**src/pdeo_pkg.sv**
```systemverilog
package pdeo_pkg;
  localparam int PORT_WIDTH = 8;
  localparam int BIT_CAPTURE = 0;
  localparam int BIT_EXT_INT0 = 1;
  localparam int BIT_POS_IN = 2;
  localparam int BIT_NEG_IN = 3;
  localparam int BIT_SER_CLK = 4;
  localparam int BIT_SER_DATA = 5;
  localparam int BIT_SER_DOUT = 6;
  localparam int BIT_CLK_OUT = 7;
  localparam int BIT_RXD = 0;
  localparam int BIT_TXD = 1;
  localparam logic [7:0] PORT_RESET = 8'h00;
  localparam logic [1:0] SYNC_RESET = 2'h0;

  typedef struct packed {
    logic [7:0] pullup_ovr_en;
    logic [7:0] pullup_ovr_val;
    logic [7:0] direction_ovr_en;
    logic [7:0] direction_ovr_val;
    logic [7:0] outvalue_ovr_en;
    logic [7:0] outvalue_ovr_val;
    logic [7:0] toggle_ovr_en;
    logic [7:0] input_enable_ovr_en;
    logic [7:0] input_enable_ovr_val;
  } pdeo_ovr_type;
endpackage

```
**src/pdeo_ovr_if.sv**
```systemverilog
`timescale 1ns/10ps
interface pdeo_ovr_if;
  pdeo_pkg::pdeo_ovr_type ovr;
  logic [7:0]             port_out;
  logic [7:0]             port_dir;
  logic                   global_pullup_off;
  modport src (output ovr, input port_out, input port_dir, input global_pullup_off);
  modport sink (input ovr, input port_out, input port_dir, input global_pullup_off);
endinterface

```
**src/pdeo_top.sv**
```systemverilog
`timescale 1ns/10ps
// Function
// - port D bit 0 feeds synced pin to capture input, no overrides.
// - port D bit 1 feeds interrupt 0; enable forces input buffer on.
// - clock-out fuse makes port E bit 7 output divided clock, ignoring registers.
// - divided clock keeps leaving port E bit 7 during reset.
// - each port E pin-change mask with group enable forces input buffer on.
// - three-wire mode drives port E bit 6 value from serial data out.
// - two-wire mode: bit 5 pull-up off, drives 0 open drain.
// - two-wire mode: bit 4 open drain, clock hold, toggle strobe.
// - start-condition enable keeps bits 5 and 4 input buffers on.
// - synchronous mode: bit 2 direction picks clock out or in.
// - external serial clock active only in synchronous mode.
// - transmitter on: bit 1 pull-up off, output, drives transmit data.
// - receiver on: bit 0 forced input, feeds receiver data.
// - receiver forced input: pull-up is port bit and not global disable.
// - bits 3 and 2 feed comparator; disable bit turns buffer off unless pin-change sensing is on for that bit.
module pdeo_top (
  input  wire logic       core_clk,
  input  wire logic       rst_n,
  input  wire logic [7:0] port_d_pin_in,
  input  wire logic [7:0] port_d_out,
  input  wire logic [7:0] port_d_dir,
  input  wire logic [7:0] port_e_pin_in,
  input  wire logic [7:0] port_e_out,
  input  wire logic [7:0] port_e_dir,
  input  wire logic       global_pullup_off,
  input  wire logic       ext_int0_en,
  input  wire logic       clock_out_fuse,
  input  wire logic       io_clock_div,
  input  wire logic [7:0] pin_change_mask,
  input  wire logic       pin_change_group0_en,
  input  wire logic       three_wire_mode_sel,
  input  wire logic       two_wire_mode_sel,
  input  wire logic       serial_if_data_out,
  input  wire logic       clock_hold_low,
  input  wire logic       clock_toggle_strobe,
  input  wire logic       start_cond_irq_en,
  input  wire logic       serial_sync_mode,
  input  wire logic       serial_ext_clock_out,
  input  wire logic       transmitter_on,
  input  wire logic       transmit_data,
  input  wire logic       receiver_on,
  input  wire logic       neg_in_digital_disable,
  input  wire logic       pos_in_digital_disable,
  output logic [7:0]      port_d_pullup_on,
  output logic [7:0]      port_d_drive_en,
  output logic [7:0]      port_d_drive_val,
  output logic [7:0]      port_d_input_buf_on,
  output logic [7:0]      port_d_in_sync,
  output logic [7:0]      port_e_pullup_on,
  output logic [7:0]      port_e_drive_en,
  output logic [7:0]      port_e_drive_val,
  output logic [7:0]      port_e_toggle_req,
  output logic [7:0]      port_e_input_buf_on,
  output logic [7:0]      port_e_in_sync,
  output logic            capture_input,
  output logic            ext_int0_input,
  output logic [7:0]      pin_change_input,
  output logic            serial_if_data_in,
  output logic            serial_if_clock,
  output logic            serial_ext_clock_in,
  output logic            serial_ext_clock_drive,
  output logic            receive_data_in,
  output logic            comparator_neg_sel,
  output logic            comparator_pos_sel,
  output logic            divided_clock_out
);
  pdeo_ovr_if d_bus ();
  pdeo_ovr_if e_bus ();

  pdeo_pkg::pdeo_ovr_type d_ovr;
  pdeo_pkg::pdeo_ovr_type e_ovr;
  logic [7:0]             d_sync;
  logic [7:0]             e_sync;
  logic [7:0]             pc_sense;

  pdeo_pin_sync u_sync_d (
    .core_clk (core_clk),
    .rst_n    (rst_n),
    .pin_in   (port_d_pin_in),
    .pin_sync (d_sync)
  );

  pdeo_pin_sync u_sync_e (
    .core_clk (core_clk),
    .rst_n    (rst_n),
    .pin_in   (port_e_pin_in),
    .pin_sync (e_sync)
  );

  assign pc_sense = pin_change_mask & {pdeo_pkg::PORT_WIDTH{pin_change_group0_en}};

  // port D: only bit 1 overrides anything
  always_comb begin
    d_ovr = '0;
    d_ovr.input_enable_ovr_en[pdeo_pkg::BIT_EXT_INT0]  = ext_int0_en;
    d_ovr.input_enable_ovr_val[pdeo_pkg::BIT_EXT_INT0] = ext_int0_en;
  end

  always_comb begin
    e_ovr = '0;
    // pin-change sensing on every bit; bits 5..4 and 3..2 refine below
    e_ovr.input_enable_ovr_en  = pc_sense;
    e_ovr.input_enable_ovr_val = 8'hff;

    // bit 7: divided clock, the fuse is not a reset-gated signal
    e_ovr.direction_ovr_en[pdeo_pkg::BIT_CLK_OUT]  = clock_out_fuse;
    e_ovr.direction_ovr_val[pdeo_pkg::BIT_CLK_OUT] = 1'b1;
    e_ovr.outvalue_ovr_en[pdeo_pkg::BIT_CLK_OUT]   = clock_out_fuse;
    e_ovr.outvalue_ovr_val[pdeo_pkg::BIT_CLK_OUT]  = io_clock_div;

    // bit 6: three-wire data out
    e_ovr.outvalue_ovr_en[pdeo_pkg::BIT_SER_DOUT]  = three_wire_mode_sel;
    e_ovr.outvalue_ovr_val[pdeo_pkg::BIT_SER_DOUT] = serial_if_data_out;

    // bit 5: two-wire data, drive low only while data or port bit is low
    e_ovr.pullup_ovr_en[pdeo_pkg::BIT_SER_DATA]     = two_wire_mode_sel;
    e_ovr.direction_ovr_en[pdeo_pkg::BIT_SER_DATA]  = two_wire_mode_sel;
    e_ovr.direction_ovr_val[pdeo_pkg::BIT_SER_DATA] =
      ~(serial_if_data_out & port_e_out[pdeo_pkg::BIT_SER_DATA])
      & port_e_dir[pdeo_pkg::BIT_SER_DATA];
    e_ovr.outvalue_ovr_en[pdeo_pkg::BIT_SER_DATA]   =
      two_wire_mode_sel & port_e_dir[pdeo_pkg::BIT_SER_DATA];

    // bit 4: two-wire clock, hold stretches it low
    e_ovr.pullup_ovr_en[pdeo_pkg::BIT_SER_CLK]     = two_wire_mode_sel;
    e_ovr.direction_ovr_en[pdeo_pkg::BIT_SER_CLK]  = two_wire_mode_sel;
    e_ovr.direction_ovr_val[pdeo_pkg::BIT_SER_CLK] =
      (clock_hold_low | ~port_e_out[pdeo_pkg::BIT_SER_CLK])
      & port_e_dir[pdeo_pkg::BIT_SER_CLK];
    e_ovr.outvalue_ovr_en[pdeo_pkg::BIT_SER_CLK]   =
      two_wire_mode_sel & port_e_dir[pdeo_pkg::BIT_SER_CLK];
    e_ovr.toggle_ovr_en[pdeo_pkg::BIT_SER_CLK]     = clock_toggle_strobe;

    // start detector must see both lines even with pin change off
    e_ovr.input_enable_ovr_en[pdeo_pkg::BIT_SER_DATA] =
      pc_sense[pdeo_pkg::BIT_SER_DATA] | start_cond_irq_en;
    e_ovr.input_enable_ovr_en[pdeo_pkg::BIT_SER_CLK]  =
      pc_sense[pdeo_pkg::BIT_SER_CLK] | start_cond_irq_en;

    // bits 3..2: analog inputs; pin change beats the disable bit
    e_ovr.input_enable_ovr_en[pdeo_pkg::BIT_NEG_IN]   =
      pc_sense[pdeo_pkg::BIT_NEG_IN] | neg_in_digital_disable;
    e_ovr.input_enable_ovr_val[pdeo_pkg::BIT_NEG_IN]  = pc_sense[pdeo_pkg::BIT_NEG_IN];
    e_ovr.input_enable_ovr_en[pdeo_pkg::BIT_POS_IN]   =
      pc_sense[pdeo_pkg::BIT_POS_IN] | pos_in_digital_disable;
    e_ovr.input_enable_ovr_val[pdeo_pkg::BIT_POS_IN]  = pc_sense[pdeo_pkg::BIT_POS_IN];

    // bit 2 pull-up override follows external clock output enable
    e_ovr.pullup_ovr_en[pdeo_pkg::BIT_POS_IN]  = serial_ext_clock_drive;
    e_ovr.pullup_ovr_val[pdeo_pkg::BIT_POS_IN] = serial_ext_clock_out;

    // bit 1: transmitter
    e_ovr.pullup_ovr_en[pdeo_pkg::BIT_TXD]     = transmitter_on;
    e_ovr.direction_ovr_en[pdeo_pkg::BIT_TXD]  = transmitter_on;
    e_ovr.direction_ovr_val[pdeo_pkg::BIT_TXD] = 1'b1;
    e_ovr.outvalue_ovr_en[pdeo_pkg::BIT_TXD]   = transmitter_on;
    e_ovr.outvalue_ovr_val[pdeo_pkg::BIT_TXD]  = transmit_data;

    // bit 0: receiver forces input, pull-up still from port bit
    e_ovr.pullup_ovr_en[pdeo_pkg::BIT_RXD]    = receiver_on;
    e_ovr.pullup_ovr_val[pdeo_pkg::BIT_RXD]   =
      port_e_out[pdeo_pkg::BIT_RXD] & ~global_pullup_off;
    e_ovr.direction_ovr_en[pdeo_pkg::BIT_RXD] = receiver_on;
  end

  assign d_bus.ovr               = d_ovr;
  assign d_bus.port_out          = port_d_out;
  assign d_bus.port_dir          = port_d_dir;
  assign d_bus.global_pullup_off = global_pullup_off;
  assign e_bus.ovr               = e_ovr;
  assign e_bus.port_out          = port_e_out;
  assign e_bus.port_dir          = port_e_dir;
  assign e_bus.global_pullup_off = global_pullup_off;

  pdeo_pin_apply u_apply_d (
    .bus          (d_bus),
    .pullup_on    (port_d_pullup_on),
    .drive_en     (port_d_drive_en),
    .drive_val    (port_d_drive_val),
    .toggle_req   (),
    .input_buf_on (port_d_input_buf_on)
  );

  pdeo_pin_apply u_apply_e (
    .bus          (e_bus),
    .pullup_on    (port_e_pullup_on),
    .drive_en     (port_e_drive_en),
    .drive_val    (port_e_drive_val),
    .toggle_req   (port_e_toggle_req),
    .input_buf_on (port_e_input_buf_on)
  );

  assign port_d_in_sync = d_sync;
  assign port_e_in_sync = e_sync;

  // peripheral inputs take the synced pins, never the raw ones
  assign capture_input     = d_sync[pdeo_pkg::BIT_CAPTURE];
  assign ext_int0_input    = d_sync[pdeo_pkg::BIT_EXT_INT0];
  assign pin_change_input  = e_sync;
  assign serial_if_data_in = e_sync[pdeo_pkg::BIT_SER_DATA];
  assign serial_if_clock   = e_sync[pdeo_pkg::BIT_SER_CLK];
  assign receive_data_in   = e_sync[pdeo_pkg::BIT_RXD];

  // external clock role only exists in synchronous mode
  assign serial_ext_clock_drive = serial_sync_mode & port_e_dir[pdeo_pkg::BIT_POS_IN];
  assign serial_ext_clock_in    = serial_sync_mode & ~port_e_dir[pdeo_pkg::BIT_POS_IN]
                                & e_sync[pdeo_pkg::BIT_POS_IN];

  // analog path is a direct wire; these flags only say the pins are tapped
  assign comparator_neg_sel = 1'b1;
  assign comparator_pos_sel = 1'b1;

  // clock leaves regardless of rst_n since the path is purely combinational
  assign divided_clock_out = clock_out_fuse & io_clock_div;
endmodule // pdeo_top

```
**src/pdeo_pin_apply.sv**
```systemverilog
`timescale 1ns/10ps
module pdeo_pin_apply (
  pdeo_ovr_if.sink   bus,
  output logic [7:0] pullup_on,
  output logic [7:0] drive_en,
  output logic [7:0] drive_val,
  output logic [7:0] toggle_req,
  output logic [7:0] input_buf_on
);
  // per-pin mux: override value replaces the register value while enabled
  for (genvar i = 0; i < pdeo_pkg::PORT_WIDTH; i++) begin : g_pin
    always_comb begin
      pullup_on[i] = bus.ovr.pullup_ovr_en[i] ? bus.ovr.pullup_ovr_val[i]
                   : (bus.port_out[i] & ~bus.port_dir[i] & ~bus.global_pullup_off);
      drive_en[i] = bus.ovr.direction_ovr_en[i] ? bus.ovr.direction_ovr_val[i]
                  : bus.port_dir[i];
      drive_val[i] = bus.ovr.outvalue_ovr_en[i] ? bus.ovr.outvalue_ovr_val[i]
                   : bus.port_out[i];
      toggle_req[i] = bus.ovr.toggle_ovr_en[i];
      // sleep gating of the buffer is outside this block, so default is on
      input_buf_on[i] = bus.ovr.input_enable_ovr_en[i] ? bus.ovr.input_enable_ovr_val[i]
                      : 1'b1;
    end
  end
endmodule // pdeo_pin_apply

```
**src/pdeo_pin_sync.sv**
```systemverilog
`timescale 1ns/10ps
module pdeo_pin_sync (
  input  wire logic       core_clk,
  input  wire logic       rst_n,
  input  wire logic [7:0] pin_in,
  output logic [7:0]      pin_sync
);
  typedef struct packed {
    logic [7:0] stage1;
    logic [7:0] stage2;
  } pdeo_sync_type;

  pdeo_sync_type state;
  pdeo_sync_type next_state;

  always_comb begin
    next_state        = state;
    next_state.stage1 = pin_in;
    next_state.stage2 = state.stage1;
  end

  always_ff @(posedge core_clk or negedge rst_n) begin
    if (!rst_n) begin
      state <= {pdeo_pkg::PORT_RESET, pdeo_pkg::PORT_RESET};
    end else begin
      state <= next_state;
    end
  end

  assign pin_sync = state.stage2;
endmodule // pdeo_pin_sync

```
**config.mk**
```make
export PLATFORM = sky130hd
export DESIGN_NAME = pdeo_top
export DESIGN_NICKNAME = d
export VERILOG_FILES = /design/src/pdeo_pkg.sv /design/src/pdeo_ovr_if.sv /design/src/pdeo_top.sv /design/src/pdeo_pin_apply.sv /design/src/pdeo_pin_sync.sv
export SDC_FILE = /design/constraint.sdc
export NUM_CORES = 1
export LEC_CHECK = 0
export ABC_AREA = 1
export BUFFER_PORTS_ARGS = -buffer_cell sky130_fd_sc_hd__clkbuf_2
export CORE_ASPECT_RATIO = 0.9
export CORE_MARGIN = 2
export CORE_UTILIZATION = 34
export DETAILED_ROUTE_END_ITERATION = 10
export GPL_ROUTABILITY_DRIVEN = 0
export GPL_TIMING_DRIVEN = 0
export PLACE_DENSITY_LB_ADDON = 0.2
export SLEW_MARGIN = 20
export SYNTH_ARGS = -nofsm -noshare
export SYNTH_HDL_FRONTEND = slang
export SYNTH_SLANG_ARGS = --single-unit
```
**constraint.sdc**
```tcl
create_clock -name core_clk -period 0.8 [get_ports core_clk]
set_input_delay 0 -clock core_clk [delete_from_list [all_inputs] [get_ports core_clk]]
set_output_delay 0 -clock core_clk [all_outputs]
set_load 0.005 [all_outputs]
```
# == Word level (Yosys, flattened, before mapping) ==
# Cells that the tools add are included.
# totals
output_inout_bits,106
input_bits,76
reg_bits,32
wordCells,86
# op_classes
bitwise_logic,65
n_mux,17
# op_table
cell,count
$and 1x1->1,42
$not 1->1,19
$mux 1,17
$and 4x4->4,1
$or 1x1->1,3

# == Depth between registers and ports, before layout ==
# depth
word_depth,4
ltp_mapped,3
mapped_depth_nobuf,3

# == Modules after synthesis ==
# From an unflattened synthesis, not the netlist that was laid out.
# unflattened
cells_unflattened,313
hier_area_um2,2087.0
# by_module_without_submodules
module,instances,cells_each,area_each_um2
pdeo_pin_apply,2,113,501.7
pdeo_pin_sync,2,16,400.4
pdeo_top,1,55,282.8

# == Least setup slack after synthesis ==
# Ideal clock, no wire load.
# synth_timing
path_kind,register to output
from,"register u_sync_e.state, in the netlist u_sync_e.pin_sync[0]"
to,output pin_change_input[0]
path_stages_with_launch,2
setup_slack_ps,285
path_buffers,1
required_time_ps,800
t_arrival_ps,515
cell_sequence,dfrtp_1 -> buf_4
# synth_lines
item,line_no,text
"start, declared",pdeo_pin_sync.sv:13,pdeo_sync_type state;
"start signal, assigned",pdeo_pin_sync.sv:24,"state <= {pdeo_pkg::PORT_RESET, pdeo_pkg::PORT_RESET};"
"start signal, assigned",pdeo_pin_sync.sv:26,state <= next_state;
"end, declared",pdeo_top.sv:59,"output logic [7:0] pin_change_input,"
# No word-level cell between the ends.

# == Worst setup path after layout ==
# layout_timing
from,"register u_sync_e.state, in the netlist u_sync_e.pin_sync[5]"
to,output port_e_in_sync[5]
# layout_lines
item,line_no,text
"end, declared",pdeo_top.sv:56,"output logic [7:0] port_e_in_sync,"
# No word-level cell between the ends.

==> summary.md <==
| Metric | Value |
|---|---|
| Core Box Area | `4461 um^2` |
| Setup CP Type | `register to primary output` |
| Failing checks | `hold timing, setup timing` |
| CTS Buf Count | `5` |
| # clock sinks | `32` |
| Hold_ws | `-0.2179 ns` |
| DRT antenna net count | `0` |
| Share of cells above drive strength 1 | `0.6491` |
| Total Wirelength | `4.243 mm` |
| Hold Path Class | `primary input to asynchronous set/reset pin` |
| Multi-input logic area | `370.4 um^2` |
| I/O pins | `182` |
| Largest net degree at the start of global routing | `33` |
| Reg clk slew, reported paths | `0.06 ns` |
| Status | `finished with violations` |
| Setup_tns | `-1.062 ns` |
| Synth top area share | `0.5043` |
| Final setup margin | `-0.1434 ns` |
| Crit path arrival time | `0.94 ns` |
| GRT Resource Usage Total | `0.1507` |
| First-pass GRT wire length | `6.203 mm` |
| Die height | `68.83 um` |
| Area leader, netlist | `dfrtp_1` |
| Synthesized area | `1588 um^2` |
| Area contributors post-synth | `dfrtp_1 50%, buf_4 28%, nor3b_2 6.3%, nand2_1 4.7%, inv_1 2.6%` |
| Register area share after synthesis | `0.5043` |
| Total power | `4.052 mW` |
| Finished Cell Area | `2740 um^2` |
| Most numerous cell in the Yosys netlist | `buf_4` |
| DRT Pass-1 Iters | `4` |
| Post-synth ARST share | `1.000` |
| FF+latch area | `800.8 um^2` |
| Detailed placer's ending HPWL | `3.529 mm` |
| Clock Skews | `0.003473 ns` |
| FF+latch count, synth | `32` |
| Post-synth top cells | `59 x buf_4, 32 x dfrtp_1, 20 x nand2_1` |
| I/O Buffers | `149` |
| # Max-Cap Violations | `0` |
| Data required time of the critical path | `0.80 ns` |
| H-tree Lvls | `2` |
| Die extent in x | `76.04 um` |
| Synth warnings | `0` |
| Predominant post-synthesis flop cell | `dfrtp_1` |
| Worst skew pair latency | `0.27 ns` |
| Vias post-DR | `1513` |
| Routed len/inst | `10.50 um` |
| TritonCTS clock tree | `yes` |
| P_leak | `1.638 nW` |
| DRC Markers | `0` |
| Clock Tree Buf Depth | `2` |
| Number of synthesized flops with an enable pin | `0` |
| Unique cell type count in the Yosys netlist | `15` |
| Vias in the first global route | `1374` |
| Period minus WS final | `0.9434 ns` |
| Die area | `5233 um^2` |
| Initial DRC count | `30` |
| Final #Nets | `417` |
| Diode count | `0` |
| Max Fclk | `1060 MHz` |
| Area delta synth->final | `72.58%` |
| Mean Syn Cell Area | `10.38 um^2` |
| Pwr Density | `1479 nW/um^2` |
| Worst VDD drop | `1444 uV` |
| RSZ-0062 raised after global routing | `yes` |
| CP max FO | `3` |
| Placed inst area | `2490 um^2` |
| Slew headroom | `0.5071` |
| Crit end category | `primary output` |
| Hold_buf cts | `16` |
| Slew Viols, Final | `0` |
| Congestion Overflow GR | `0` |
| Worst reg2reg path depth | `0` |
| Routed vias/inst | `3.745` |
| Final setup viols | `12` |
| Slew @ Worst Pin | `0.7394 ns` |
| Fill cells | `412` |
| Initial antenna violation count | `0` |
| Post-CTS setup buffers | `0` |
| Final hold vios | `32` |
| Post-Synthesis Cells | `153` |
| Initial Util | `0.3560` |
| Root Buffer Master | `clkbuf_8` |
| Site Rows | `23` |
| Final worst-path cycle share | `1.179` |
| Worst Setup Start Kind | `register` |
-- critical path, stage by stage, from the launching register on --
cell and delay (ns):
dfrtp_1 0.42, buf_4 0.15, clkbuf_2 0.10
-- report_power, final --
group          internal (mW)  leakage (nW)  switching, mW
Clock                  0.922        0.0552          0.529
Combinational          0.523          1.21          0.343
Sequential              1.70         0.373         0.0335
-- registers in the layout (all words and copies together) (netlist names) --
name and cells:
u_sync_d.pin_sync 8, u_sync_e.next_state 8, u_sync_d.next_state 8, u_sync_e.pin_sync 8
-- timing repair --
item / CTS / global route
endpoints found under the setup margin: 18 / 20
pin swaps: 0 / 0
endpoints found under the hold margin: 48 / 32
resized for setup: 0 / 6
-- cell type report --
type / count / share of cell area
buffer: 55 / 0.1548
sequential: 32 / 0.2922
multi-input combinational: 71 / 0.1352
inverter: 11 / 0.01507
timing repair buffer: 165 / 0.3352
clock buffer: 6 / 0.02648
clock inverter: 2 / 0.01279
tap: 62 / 0.02831
-- placed cells by master, fill, tap and decap left out --
master and n:
o21ai_0 2, conb_1 23, dlygate4sd3_1 16, nor2_1 9, or2_2 1, buf_2 2
bufinv_16 1, buf_4 52, clkbuf_2 145, nand2_1 20, a21boi_0 2, clkbuf_1 1
buf_6 5, or2_1 1, nor3_2 2, nor3b_2 8, clkinv_2 1, dfrtp_1 32
clkbuf_8 5, inv_1 11, nor3b_1 1, nand3_1 2
-- per-stage QoR --
| stage | std cells | hold slack (ns) | util | setup WS, ns |
|---|---|---|---|---|
| after floorplan | 174 | -0.2956 | - | 0.2853 |
| after global placement | 385 | 0.1015 | 0.5582 | 0.1802 |
| after detailed placement | 385 | 0.1007 | 0.5582 | 0.1698 |
| after CTS | 404 | -0.2004 | 0.6098 | -0.1486 |
| after global routing | 404 | -0.1795 | 0.6143 | -0.1889 |
| final | 404 | -0.2179 | 0.6143 | -0.1434 |
-- path summary, 6_finish.rpt --
check                                  startpoint                endpoint  slack, ns
max in group asynchronous                   rst_n    u_sync_d.pin_sync[0]       0.55
setup reg to reg           u_sync_e.next_state[1]    u_sync_e.pin_sync[1]       0.31
setup / recovery             u_sync_e.pin_sync[5]       port_e_in_sync[5]      -0.14
hold reg to reg            u_sync_e.next_state[4]    u_sync_e.pin_sync[4]       0.34
min in group core_clk         clock_toggle_strobe    port_e_toggle_req[4]       0.17
hold / removal                              rst_n  u_sync_d.next_state[2]      -0.22
-- metal layers --
metal | wire [um] | vias up | track usage
li1 | - | 760 | -
met1 | 1489 | 663 | 0.1639
met2 | 2323 | 86 | 0.2768
met3 | 391 | 4 | 0.06250
met4 | 38 | 0 | 0.04545
met5 | 0 | - | 0
-- kinds of logic after synthesis --
family / count (synthesis) / share of synthesized area
AND/OR/NAND/NOR: 44 / 0.1631
AO/OA/AOI/OAI: 4 / 0.01576
buffers and inverters: 71 / 0.3121
flip-flops: 32 / 0.5043
other: 2 / 0.004730
No activity file was read; power rests on OpenSTA's default activity.
